--- config.mk ---
export PLATFORM = sky130hd
export DESIGN_NAME = wdt_watchdog_timer_unit
export DESIGN_NICKNAME = d
export VERILOG_FILES = /design/src/wdt_pkg.sv /design/src/wdt_prescaler.sv /design/src/wdt_delay_counter.sv /design/src/wdt_watchdog_timer_unit.sv
export SDC_FILE = /design/constraint.sdc
export NUM_CORES = 1
export LEC_CHECK = 0
export BUFFER_PORTS_ARGS = -buffer_cell sky130_fd_sc_hd__buf_2
export CAP_MARGIN = 20
export CORE_ASPECT_RATIO = 1.2
export CORE_MARGIN = 3
export CORE_UTILIZATION = 45
export CTS_BUF_LIST = sky130_fd_sc_hd__clkbuf_4 sky130_fd_sc_hd__clkbuf_8
export DETAILED_ROUTE_END_ITERATION = 10
export PLACE_DENSITY = 0.61
export SLEW_MARGIN = 40
export SYNTH_ARGS = -nofsm -noshare
export SYNTH_HDL_FRONTEND = slang
export SYNTH_SLANG_ARGS = --single-unit
--- constraint.sdc ---
create_clock -name clk -period 3.35 [get_ports clk]
set_input_delay 0.5025 -clock clk [delete_from_list [all_inputs] [get_ports clk]]
set_output_delay 0.5025 -clock clk [all_outputs]
set_load 0.01 [all_outputs]
--- src/wdt_pkg.sv ---
// Purpose: shared constants for the watchdog timer unit
// Assumes: 8-bit special function register port of the host core
// Notes: interval counts also appear as top-level parameters
package wdt_pkg;

  localparam logic [7:0] WDT_CLOCK_CONTROL_ADDR = 8'h8e;
  localparam logic [7:0] WDT_WATCHDOG_CONTROL_ADDR = 8'hd8;
  localparam logic [7:0] WDT_CLOCK_CONTROL_RESET = 8'h03;
  localparam logic [7:0] WDT_WATCHDOG_CONTROL_RESET = 8'h00;

  localparam int WDT_SEL_HI_BIT = 7;
  localparam int WDT_SEL_LO_BIT = 6;
  localparam int WDT_RESTART_BIT = 0;
  localparam int WDT_RESET_ENABLE_BIT = 1;
  localparam int WDT_RESET_CAUSE_BIT = 2;
  localparam int WDT_IRQ_FLAG_BIT = 3;

  localparam int unsigned WDT_INTERVAL_CLOCKS_0 = 131072;
  localparam int unsigned WDT_INTERVAL_CLOCKS_1 = 1048576;
  localparam int unsigned WDT_INTERVAL_CLOCKS_2 = 8388608;
  localparam int unsigned WDT_INTERVAL_CLOCKS_3 = 67108864;
  localparam int WDT_COUNT_WIDTH = 26;

  localparam int unsigned WDT_RESET_DELAY_CLOCKS = 512;
  localparam int WDT_DELAY_WIDTH = 9;
  localparam int unsigned WDT_SLOW_FACTOR = 256;
  localparam int WDT_SLOW_WIDTH = 8;

  typedef enum logic {
    WDT_DELAY_IDLE = 1'b0,
    WDT_DELAY_ARMED = 1'b1
  } wdt_delay_state_type;

endpackage

--- src/wdt_prescaler.sv ---
// Purpose: clock-rate prescaler for the watchdog interval counter
// Assumes: slow mode input is synchronous to clk
// Notes: tick every clock normally, every 256th clock in slow mode
`timescale 1ns/100ps
module wdt_prescaler
  import wdt_pkg::*;
(
  input wire logic clk,
  input wire logic reset_n,
  input wire logic slowMode,
  input wire logic clear,
  output logic tick
);

  logic [WDT_SLOW_WIDTH-1:0] slowCount_reg;
  logic [WDT_SLOW_WIDTH-1:0] slowCount_next;
  logic slowWrap;

  assign slowWrap = (slowCount_reg == WDT_SLOW_WIDTH'(WDT_SLOW_FACTOR - 1));
  assign slowCount_next = clear ? '0 : slowCount_reg + 1'b1;
  assign tick = !clear && (!slowMode || slowWrap);

  always_ff @(posedge clk or negedge reset_n)
  begin
    if (!reset_n)
    begin
      slowCount_reg <= '0;
    end
    else
    begin
      slowCount_reg <= slowCount_next;
    end
  end

endmodule

--- src/wdt_delay_counter.sv ---
// Purpose: fixed delay between timeout and cpu reset
// Assumes: run held high for the whole delay
// Notes: done is high in the last clock of the delay, combinational
`timescale 1ns/100ps
module wdt_delay_counter
  import wdt_pkg::*;
(
  input wire logic clk,
  input wire logic reset_n,
  input wire logic run,
  output logic done
);

  logic [WDT_DELAY_WIDTH-1:0] delayCount_reg;
  logic [WDT_DELAY_WIDTH-1:0] delayCount_next;
  logic lastClock;

  assign lastClock = (delayCount_reg == WDT_DELAY_WIDTH'(WDT_RESET_DELAY_CLOCKS - 1));
  assign delayCount_next = run ? delayCount_reg + 1'b1 : '0;
  assign done = run && lastClock;

  always_ff @(posedge clk or negedge reset_n)
  begin
    if (!reset_n)
    begin
      delayCount_reg <= '0;
    end
    else
    begin
      delayCount_reg <= delayCount_next;
    end
  end

endmodule

--- src/wdt_watchdog_timer_unit.sv ---
// Purpose: watchdog timer with interval select, interrupt flag and cpu reset
// Assumes: sfr port synchronous to clk; timed-access unlock decided outside
// Notes: reset cause flag survives reset_n, cleared by external pin or by a software write of zero
//
// How it works
// RULE_01 - timeout after 2^17, 2^20, 2^23, 2^26 clocks
// RULE_02 - every expiry sets the interrupt flag
// RULE_03 - interrupt needs flag, enable and global enable
// RULE_04 - cpu reset 512 clocks after flag set
// RULE_05 - restart bit restarts the count
// RULE_06 - restart bit clears itself
// RULE_07 - reset cause flag set on watchdog reset
// RULE_08 - writing reset cause flag causes no reset
// RULE_09 - no reset cause flag while reset disabled
// RULE_10 - software-set interrupt flag interrupts too
// RULE_11 - interrupt flag sticky until software or reset
// RULE_12 - reset enable gates only cpu reset
// RULE_13 - counter free-runs with everything disabled
// RULE_14 - control writes only under timed access; clock control writes need no timed access here
// RULE_15 - slow mode stretches interval by 256
// RULE_16 - interval and delay counted in clk periods
// RULE_17 - interval select in top bits, reset 0x03
// RULE_18 - upper four control bits unimplemented
// RULE_19 - software programs interval, restarts, then enables
// RULE_20 - system reset clears counter and control bits
`timescale 1ns/100ps
module wdt_watchdog_timer_unit
  import wdt_pkg::*;
#(
  parameter int unsigned INTERVAL_CLOCKS_0 = WDT_INTERVAL_CLOCKS_0,
  parameter int unsigned INTERVAL_CLOCKS_1 = WDT_INTERVAL_CLOCKS_1,
  parameter int unsigned INTERVAL_CLOCKS_2 = WDT_INTERVAL_CLOCKS_2,
  parameter int unsigned INTERVAL_CLOCKS_3 = WDT_INTERVAL_CLOCKS_3
)
(
  input wire logic clk,
  input wire logic reset_n,
  input wire logic externalResetPin_n,
  input wire logic [7:0] sfrAddr,
  input wire logic sfrWrEn,
  input wire logic [7:0] sfrWrData,
  input wire logic sfrRdEn,
  output logic [7:0] sfrRdData,
  input wire logic timedAccessOpen,
  input wire logic watchdogIrqEnable,
  input wire logic globalIrqEnable,
  input wire logic powerManagedMode,
  output logic watchdogIrqRequest,
  output logic cpuResetRequest,
  output logic [7:0] clockControl
);

  // terminal count of the selected interval
  function automatic logic [WDT_COUNT_WIDTH-1:0] terminalCount(input logic [1:0] sel);
    logic [WDT_COUNT_WIDTH-1:0] result;
    result = '0;
    unique case (sel)
      2'b00: result = WDT_COUNT_WIDTH'(INTERVAL_CLOCKS_0 - 1);
      2'b01: result = WDT_COUNT_WIDTH'(INTERVAL_CLOCKS_1 - 1);
      2'b10: result = WDT_COUNT_WIDTH'(INTERVAL_CLOCKS_2 - 1);
      2'b11: result = WDT_COUNT_WIDTH'(INTERVAL_CLOCKS_3 - 1);
    endcase
    return result;
  endfunction

  logic [7:0] clockControl_reg;
  logic [7:0] clockControl_next;
  logic resetEnable_reg;
  logic resetEnable_next;
  logic irqFlag_reg;
  logic irqFlag_next;
  logic resetCause_reg;
  logic resetCause_next;
  logic restartStrobe_reg;
  logic restartStrobe_next;
  logic [WDT_COUNT_WIDTH-1:0] intervalCount_reg;
  logic [WDT_COUNT_WIDTH-1:0] intervalCount_next;
  wdt_delay_state_type delayState_reg;
  wdt_delay_state_type delayState_next;
  logic irqRequest_reg;
  logic irqRequest_next;
  logic cpuReset_reg;
  logic cpuReset_next;
  logic [7:0] rdData_reg;
  logic [7:0] rdData_next;

  logic clockControlWrite;
  logic watchdogControlWrite;
  logic restartRequest;
  logic prescaleTick;
  logic [1:0] intervalSelect;
  logic [WDT_COUNT_WIDTH-1:0] intervalTerminal;
  logic timeoutHit;
  logic delayRun;
  logic delayDone;
  logic watchdogResetFire;
  logic [7:0] watchdogControlView;
  logic [7:0] readMux;

  // register decode
  assign clockControlWrite = sfrWrEn && (sfrAddr == WDT_CLOCK_CONTROL_ADDR);
  assign watchdogControlWrite = sfrWrEn && timedAccessOpen
                                && (sfrAddr == WDT_WATCHDOG_CONTROL_ADDR); // RULE_14
  assign restartRequest = watchdogControlWrite && sfrWrData[WDT_RESTART_BIT]; // RULE_05

  assign intervalSelect = clockControl_reg[WDT_SEL_HI_BIT:WDT_SEL_LO_BIT]; // RULE_17
  assign intervalTerminal = terminalCount(intervalSelect); // RULE_01

  // counter advance, every clk or every 256th in slow mode
  wdt_prescaler prescaler_inst (
    .clk(clk),
    .reset_n(reset_n),
    .slowMode(powerManagedMode),
    .clear(restartRequest),
    .tick(prescaleTick)
  );

  // free-running interval counter, wraps at the terminal
  assign timeoutHit = prescaleTick && (intervalCount_reg >= intervalTerminal); // RULE_01 RULE_15 RULE_16

  always_comb
  begin
    intervalCount_next = intervalCount_reg;
    if (restartRequest)
    begin
      intervalCount_next = '0; // RULE_05
    end
    else if (timeoutHit)
    begin
      intervalCount_next = '0; // RULE_13
    end
    else if (prescaleTick)
    begin
      intervalCount_next = intervalCount_reg + 1'b1; // RULE_16
    end
  end

  // reset delay, measured in raw clk periods
  assign delayRun = (delayState_reg == WDT_DELAY_ARMED);

  wdt_delay_counter delay_inst (
    .clk(clk),
    .reset_n(reset_n),
    .run(delayRun),
    .done(delayDone)
  );

  always_comb
  begin
    delayState_next = delayState_reg;
    unique case (delayState_reg)
      WDT_DELAY_IDLE:
      begin
        if (timeoutHit && resetEnable_reg && !restartRequest)
        begin
          delayState_next = WDT_DELAY_ARMED; // RULE_04
        end
      end
      WDT_DELAY_ARMED:
      begin
        if (restartRequest || !resetEnable_reg || delayDone)
        begin
          delayState_next = WDT_DELAY_IDLE; // RULE_05 RULE_12
        end
      end
    endcase
  end

  assign watchdogResetFire = delayRun && delayDone && resetEnable_reg
                             && !restartRequest; // RULE_04 RULE_09 RULE_12
  assign cpuReset_next = watchdogResetFire; // RULE_04

  // control and status bits, hardware set wins over software clear
  always_comb
  begin
    resetEnable_next = resetEnable_reg;
    irqFlag_next = irqFlag_reg;
    resetCause_next = resetCause_reg;
    if (watchdogControlWrite)
    begin
      resetEnable_next = sfrWrData[WDT_RESET_ENABLE_BIT];
      irqFlag_next = sfrWrData[WDT_IRQ_FLAG_BIT]; // RULE_10 RULE_11
      resetCause_next = sfrWrData[WDT_RESET_CAUSE_BIT]; // RULE_08
    end
    if (timeoutHit)
    begin
      irqFlag_next = 1'b1; // RULE_02 RULE_13
    end
    if (watchdogResetFire)
    begin
      resetCause_next = 1'b1; // RULE_07
    end
  end

  assign restartStrobe_next = restartRequest; // RULE_06
  assign clockControl_next = clockControlWrite ? sfrWrData : clockControl_reg;

  // interrupt request independent of reset enable
  assign irqRequest_next = irqFlag_next && watchdogIrqEnable
                           && globalIrqEnable; // RULE_03 RULE_10 RULE_11 RULE_12

  // read view, upper four bits read as zero
  assign watchdogControlView = {4'h0, irqFlag_reg, resetCause_reg,
                                resetEnable_reg, restartStrobe_reg}; // RULE_18
  assign readMux = (sfrAddr == WDT_CLOCK_CONTROL_ADDR) ? clockControl_reg :
                   (sfrAddr == WDT_WATCHDOG_CONTROL_ADDR) ? watchdogControlView :
                   8'h00;
  assign rdData_next = sfrRdEn ? readMux : rdData_reg;

  always_ff @(posedge clk or negedge reset_n)
  begin
    if (!reset_n)
    begin
      clockControl_reg <= WDT_CLOCK_CONTROL_RESET; // RULE_17
    end
    else
    begin
      clockControl_reg <= clockControl_next;
    end
  end

  always_ff @(posedge clk or negedge reset_n)
  begin
    if (!reset_n)
    begin
      resetEnable_reg <= WDT_WATCHDOG_CONTROL_RESET[WDT_RESET_ENABLE_BIT]; // RULE_20
    end
    else
    begin
      resetEnable_reg <= resetEnable_next;
    end
  end

  always_ff @(posedge clk or negedge reset_n)
  begin
    if (!reset_n)
    begin
      irqFlag_reg <= WDT_WATCHDOG_CONTROL_RESET[WDT_IRQ_FLAG_BIT]; // RULE_11
    end
    else
    begin
      irqFlag_reg <= irqFlag_next;
    end
  end

  always_ff @(posedge clk or negedge reset_n)
  begin
    if (!reset_n)
    begin
      restartStrobe_reg <= WDT_WATCHDOG_CONTROL_RESET[WDT_RESTART_BIT];
    end
    else
    begin
      restartStrobe_reg <= restartStrobe_next;
    end
  end

  always_ff @(posedge clk or negedge reset_n)
  begin
    if (!reset_n)
    begin
      intervalCount_reg <= '0; // RULE_20
    end
    else
    begin
      intervalCount_reg <= intervalCount_next;
    end
  end

  always_ff @(posedge clk or negedge reset_n)
  begin
    if (!reset_n)
    begin
      delayState_reg <= WDT_DELAY_IDLE;
    end
    else
    begin
      delayState_reg <= delayState_next;
    end
  end

  always_ff @(posedge clk or negedge reset_n)
  begin
    if (!reset_n)
    begin
      irqRequest_reg <= 1'b0;
      cpuReset_reg <= 1'b0;
      rdData_reg <= 8'h00;
    end
    else
    begin
      irqRequest_reg <= irqRequest_next;
      cpuReset_reg <= cpuReset_next;
      rdData_reg <= rdData_next;
    end
  end

  // cause flag must survive the reset it reports
  always_ff @(posedge clk or negedge externalResetPin_n)
  begin
    if (!externalResetPin_n)
    begin
      resetCause_reg <= WDT_WATCHDOG_CONTROL_RESET[WDT_RESET_CAUSE_BIT]; // RULE_07
    end
    else
    begin
      resetCause_reg <= resetCause_next;
    end
  end

  assign sfrRdData = rdData_reg;
  assign watchdogIrqRequest = irqRequest_reg;
  assign cpuResetRequest = cpuReset_reg;
  assign clockControl = clockControl_reg;

endmodule

==> impl_metrics.env, run 1 <==
export IMPL_status="complete, no violations"
export IMPL_reg2regPathDepth=8
export IMPL_r2r_end="intervalCount_reg[16]"
export IMPL_r2r_start="clockControl[7]"
export IMPL_path_clk_slew_ns=0.07
export IMPL_gp_congestion=0.7644
export IMPL_antenna_found_initial=0
export IMPL_synth_area_per_cell_um2=10.04
export IMPL_swShare_pct=26.71
export IMPL_arrival_ns=2.76
export IMPL_n_antenna_cell=0
export IMPL_clk_insertion_delay_late_ns=0.33
export IMPL_drtIter0Drc=106
export IMPL_syn_instance_count=339
export IMPL_crit_type="reg -> reg"
export IMPL_cts_tree="done"
export IMPL_path_cells="inv_1, ha_1, a21oi_1, o41a_1, o221ai_1, a31oi_1, nand3_1, o311ai_0"
export IMPL_worst_setup_path_end_kind="register"
export IMPL_final_core_util_pct=53.49
export IMPL_slowest_stage="dfrtp_1"
export IMPL_die_area_mm2=0.008647
export IMPL_syn_to_final_growth_pct=15.00
export IMPL_fmax_mhz=392.0
export IMPL_grt_pass1_vias=2510
export IMPL_p_per_area_mw_per_mm2=460.5
export IMPL_drc_errors=0
export IMPL_grt_max_degree=42
export IMPL_ant_nets=0
export IMPL_cts_max_level=3
export IMPL_ir_drop_mv=0.3169
export IMPL_dr_pass1_iters=6
export IMPL_largest_reg_flops=26
export IMPL_clock_sinks=66
export IMPL_drive_gt1_share_pct=21.54
export IMPL_critPathLaunch="clockControl[7]"
export IMPL_leakage_nw=1.852
export IMPL_p_seq_share_pct=52.5
export IMPL_synth_distinct_cells=50
export IMPL_post_cts_buffers=0
export IMPL_rsz0062_at_grt="no"
export IMPL_start_kind="register"
export IMPL_grt_pass1_wl_um=11840
export IMPL_grt_remaining_overflow=0
export IMPL_fp_dieW_um=85.39
export IMPL_cts_root_buf="clkbuf_8"
export IMPL_vias=2679
export IMPL_vias_per_cell=5.581
export IMPL_synth_main_ff_cell="dfrtp_1"
export IMPL_rows=34
export IMPL_drv_cap=0
export IMPL_die_h_um=101.3
export IMPL_max_stage_delay_ns=0.46
export IMPL_netlist_area_mm2=0.003403
export IMPL_final_max_slew_viol_count=0
export IMPL_yosysSeqAreaShare_pct=48.60
export IMPL_min_period_ns=2.551
export IMPL_setup_tns_ns=0
export IMPL_required_ns=3.56
export IMPL_synth_edf_count=0
export IMPL_worst_pin_slew_ns=0.5566
export IMPL_finalSetupViolCount=0
export IMPL_p_sw_uw=481.4
export IMPL_dp_hpwl_um=4882
export IMPL_clkPwrFrac_pct=37.1
export IMPL_combPwrFrac_pct=10.4
export IMPL_min_path_type="in -> async"
export IMPL_core_area_mm2=0.007317
export IMPL_finalHoldViolations=0
export IMPL_initial_utilization_pct=46.51
export IMPL_async_flop_share_pct=100.0
export IMPL_ys_warn_count=0
export IMPL_detail_route_wl_per_cell_um=14.55
export IMPL_synth_seq_cells=66
export IMPL_slew_headroom_pct=62.82
export IMPL_syn_nets=374
export IMPL_fin_crit_sh_pct=76.15
export IMPL_finClkSkew_ns=0.008711
export IMPL_finalWirelength_um=6985
export IMPL_ios=43
export IMPL_nNetsFinal=420
export IMPL_clockBufferDepth=2
export IMPL_crit_fanout=7
export IMPL_p_int_mw=1.321
export IMPL_io_buffers=42
export IMPL_cts_made_buffers=9
export IMPL_rrSetupSlack_ns=0.80
export IMPL_grtUsageTotal_pct=17.19
==> stage by stage <==
stage | hold WS [ns] | power (mW) | worst slack (ns) | area [µm²] | std cells
floorplan | 0.2069 | 1.066 | 1.159 | 3403 | 339
global placement | 0.2817 | 1.139 | 0.6954 | 3702 | 463
detailed placement | 0.2806 | 1.149 | 0.6344 | 3705 | 463
CTS | 0.1300 | 1.825 | 0.7716 | 3914 | 480
global route | 0.1634 | 1.887 | 0.5457 | 3914 | 480
finish | 0.1261 | 1.802 | 0.7990 | 3914 | 480
==> cells in the mapped netlist (2+ instances only) <==
master,number,area (µm²)
dfrtp_1,64,1602
nand3_1,38,190.2
nand2_1,28,105.1
nor2_1,28,105.1
and3_1,14,87.58
a21oi_1,13,65.06
o21ai_0,13,65.06
nand4_1,11,68.82
ha_1,10,125.1
inv_1,9,33.78
and2_1,8,50.05
mux2_2,8,90.09
a22oi_1,6,45.04
o311ai_0,6,52.55
xor2_1,6,52.55
a22o_1,5,43.79
and4_1,5,43.79
clkbuf_1,5,18.77
mux2i_1,5,50.05
a21boi_0,4,30.03
a21o_1,4,30.03
a221o_1,4,40.04
buf_2,4,20.02
nor2b_1,4,25.02
xnor2_1,4,35.03
buf_4,3,22.52
o31ai_1,3,22.52
dfstp_2,2,52.55
nor3_1,2,10.01
or2_2,2,12.51
or3_1,2,12.51
==> final cells by class <==
| type | instances | area [µm²] |
|---|---|---|
| timing repair buffer | 48 | 260.3 |
| clock inverter | 5 | 53.80 |
| fill | 676 | 3403 |
| clock buffer | 11 | 145.1 |
| inverter | 10 | 37.54 |
| multi-input combinational | 250 | 1650 |
| sequential | 66 | 1654 |
| tap | 90 | 112.6 |
==> worst max-delay path: cells and delay by family, from the launching register on <==
family	cells	cell delay (ns)
buf+inv	1	0.12
flops	1	0.46
compound gates	5	1.23
fa+ha+maj	1	0.30
simple gates	1	0.32
==> how the worst max path moves through the flow <==
stage | endpoint | slack, ns | depth (start not counted)
floorplan | intervalCount_reg[23] | 1.16 | 9
finish | intervalCount_reg[16] | 0.80 | 8
detailed placement | intervalCount_reg[14] | 0.63 | 10
CTS | intervalCount_reg[16] | 0.77 | 8
global placement | intervalCount_reg[14] | 0.70 | 10
global route | intervalCount_reg[10] | 0.55 | 8
==> metal layers <==
metal	wire, µm	global-route usage [%]	vias to the layer above
met2	3248	27.03	49
met1	3324	22.96	1292
met5	0	0	-
met3	324	4.312	8
li1	-	-	1330
met4	87	6.699	0
==> power by group through the flow <==
stage	registers [mW]	clock network (mW)	logic, mW
2_1_floorplan	0.938	0	0.129
3_3_place_gp	0.957	0	0.183
3_5_place_dp	0.959	0	0.189
4_1_cts	0.944	0.690	0.192
5_1_grt	0.957	0.711	0.219
6_report	0.946	0.669	0.188
==> logic make-up after synthesis <==
family | Yosys count | synth area share, %
AO/OA/AOI/OAI | 64 | 13.31
multiplexers | 13 | 4.118
AND/OR/NAND/NOR | 153 | 24.49
flip-flops | 66 | 48.60
adder cells (fa/ha/maj) | 10 | 3.676
buffers and inverters | 23 | 3.235
XOR/XNOR | 10 | 2.573
==> repair_timing <==
action                    in CTS  in global routing
resized for setup              0                  0
hold buffers                   1                  0
hold endpoints to repair       1                  0
==> layout by cell type (no fill, tap or decap), types with 8 or more instances in the layout <==
cell,netlist,layout
a21oi_1,13,13
and2_1,8,8
and3_1,14,14
buf_2,4,41
clkbuf_8,0,10
dfrtp_1,64,64
ha_1,10,10
inv_1,9,9
mux2_2,8,8
nand2_1,28,28
nand3_1,38,38
nand4_1,11,11
nor2_1,28,28
o21ai_0,13,13
No activity file was read; power rests on OpenSTA's default activity.
==> inputs of run 2 (changes only) <==
- PLACE_DENSITY: 0.61 -> 0.63
- clock period: 3.35 -> 2.1 ns (I/O delays scaled with it)
==> run 2 against run 1 <==
Compared with the run above:
- the flow now finishes with violations (setup timing)
- first-iteration DRC count fell by 2.8%
- routed wire length rose by 5.4%
- critical path type unchanged
- fmax rose by 14%
- combinational power rose by 110%
- worst hold slack improved by 0.077 ns
- total power rose by 64%
- clock skew barely moved
==> impl_metrics.env, run 2 (same netlist as run 1, synthesis figures left out) <==
export IMPL_antenna_found_initial=0
export IMPL_whs_ns=0.2029
export IMPL_drive_gt1_share_pct=34.79
export IMPL_gp_congestion=0.8168
export IMPL_crit_fanout=7
export IMPL_drtIter0Drc=103
export IMPL_cts_tree="done"
export IMPL_finClkSkew_ns=0.008774
export IMPL_drc_errors=0
export IMPL_ir_drop_mv=0.4288
export IMPL_cp_buffers_inverters=2
export IMPL_n_antenna_cell=0
export IMPL_final_common_cell="dfrtp_1"
export IMPL_grtUsageTotal_pct=17.71
export IMPL_rrSetupSlack_ns=-0.13
export IMPL_die_h_um=101.3
export IMPL_vias_per_cell=5.405
export IMPL_violations="setup timing"
export IMPL_grt_max_degree=27
export IMPL_required_ns=2.32
export IMPL_critical_path_top_delay_family="compound AO/OA/AOI/OAI gates"
export IMPL_dr_pass1_iters=4
export IMPL_p_seq_share_pct=50.1
export IMPL_start_kind="register"
export IMPL_multi_input_area_mm2=0.001783
export IMPL_status="complete, but fails checks"
export IMPL_fp_dieW_um=85.39
export IMPL_crit_type="reg -> reg"
export IMPL_combPwrFrac_pct=13.6
export IMPL_power_total_mw=2.954
export IMPL_setup_slack_ns=-0.1304
export IMPL_max_stage_delay_ns=0.42
export IMPL_arrival_ns=2.45
export IMPL_worst_pin_slew_ns=0.4769
export IMPL_nNetsFinal=464
export IMPL_clock_sinks=66
export IMPL_p_per_area_mw_per_mm2=668.5
export IMPL_slew_headroom_pct=67.87
export IMPL_detail_route_wl_per_cell_um=14.05
export IMPL_ios=43
export IMPL_cts_root_buf="clkbuf_8"
export IMPL_core_area_mm2=0.007317
export IMPL_vias=2832
export IMPL_clkPwrFrac_pct=36.2
export IMPL_initial_utilization_pct=46.51
export IMPL_finalSetupViolCount=21
export IMPL_fin_crit_sh_pct=106.2
export IMPL_cts_made_buffers=9
export IMPL_final_max_slew_viol_count=0
export IMPL_fin_area_mm2=0.004418
export IMPL_slowest_stage="dfrtp_2"
export IMPL_worst_setup_path_end_kind="register"
export IMPL_min_path_type="in -> reg"
export IMPL_ff_latch_area_mm2=0.001655
export IMPL_path_clk_slew_ns=0.08
export IMPL_final_cell_mix="63 x dfrtp_1, 43 x buf_2, 42 x buf_4"
export IMPL_grt_pass1_vias=2727
export IMPL_rows=34
export IMPL_die_area_mm2=0.008647
export IMPL_fmax_mhz=448.4
export IMPL_p_sw_uw=815.8
export IMPL_io_buffers=42
export IMPL_finalWirelength_um=7363
export IMPL_swShare_pct=27.62
export IMPL_largest_reg_flops=26
export IMPL_fillers=625
export IMPL_clk_insertion_delay_late_ns=0.34
export IMPL_p_int_mw=2.138
export IMPL_rsz0062_at_grt="yes"
export IMPL_min_period_ns=2.230
export IMPL_ant_nets=0
export IMPL_cts_max_level=3
export IMPL_grt_pass1_wl_um=12280
export IMPL_drv_cap=0
export IMPL_dp_hpwl_um=5320
export IMPL_syn_to_final_growth_pct=29.82
export IMPL_clockBufferDepth=2
export IMPL_path_cells="inv_4, ha_4, nand2_2, o41a_1, o221ai_2, a311oi_4, buf_6, and3_4, a221o_1"
export IMPL_grt_remaining_overflow=0
export IMPL_leakage_nw=2.105
export IMPL_dpl_cell_area_mm2=0.004035
export IMPL_finalHoldViolations=0
export IMPL_post_place_ws_ns=-0.1634
## run 2: cell types whose count changed in the layout (fill, tap and decap cells not counted), moves of 3 or more
cell / before / now
a21oi_1: 13 / 9
a21oi_2: 0 / 4
and3_1: 14 / 11
and3_4: 0 / 3
buf_4: 6 / 42
buf_6: 0 / 3
clkinv_4: 1 / 4
ha_1: 10 / 6
ha_4: 0 / 4
o21ai_0: 13 / 10
## run 2: power by group through the flow
stage | logic (mW) | registers, mW | clock network, mW
6_report | 0.403 | 1.48 | 1.07
5_1_grt | 0.454 | 1.50 | 1.17
4_1_cts | 0.387 | 1.48 | 1.10
3_5_place_dp | 0.377 | 1.50 | 0
3_3_place_gp | 0.366 | 1.50 | 0
2_1_floorplan | 0.205 | 1.50 | 0
## run 2: metrics by stage
stage,cells,util (%),TNS [ns]
after floorplan,339,-,0
after global routing,524,60.38,-4.042
final,524,60.38,-1.418
after detailed placement,503,55.15,-1.292
after CTS,523,58.99,-0.9512
after global placement,503,55.15,-0.3906
## run 2: final timing paths
check | depth (start not counted) | endpoint | startpoint
worst max-delay path | 9 | intervalCount_reg[5] | clockControl[7]
worst min-delay path | 2 | clockControl[4] | sfrWrData[4]
worst max register to register | 9 | intervalCount_reg[5] | clockControl[7]
worst min register to register | 1 | delay_inst.delayCount_reg[0] | delay_inst.delayCount_reg[0]
max in group asynchronous | 3 | clockControl[0] | reset_n
min in group asynchronous | 2 | resetCause_reg | externalResetPin_n
## run 2: layout make-up
cell class | instances | share of cell area [%]
Multi-Input combinational cell | 250 | 40.36
Sequential cell | 66 | 37.47
Timing Repair Buffer | 92 | 14.13
Clock buffer | 9 | 2.804
Tap cell | 90 | 2.549
Clock inverter | 7 | 1.784
Inverter | 10 | 0.9063
## run 2: worst reg2reg max path, cell delays in order (launching register included)
cell and delay, ns:
dfrtp_2 0.42, inv_4 0.06, ha_4 0.28, nand2_2 0.05, o41a_1 0.31, o221ai_2 0.28
a311oi_4 0.11, buf_6 0.19, and3_4 0.14, a221o_1 0.26
## run 2: timing repair
action | 4_1_cts | 5_1_grt
pin swaps | 2 | 9
hold endpoints to repair | 13 | 0
gates resized for setup | 10 | 21
setup buffers | 1 | 1
hold buffers | 2 | 0
cloned | 1 | 0
setup endpoints to repair | 19 | 28
## run 2: metal layers
layer,GRT usage (%),part of all wire (%),up-vias
met4,8.283,2.5,0
met2,29.55,49,53
met3,2.522,3.6,16
li1,-,-,1424
met1,22.75,45,1339
met5,0,0,-
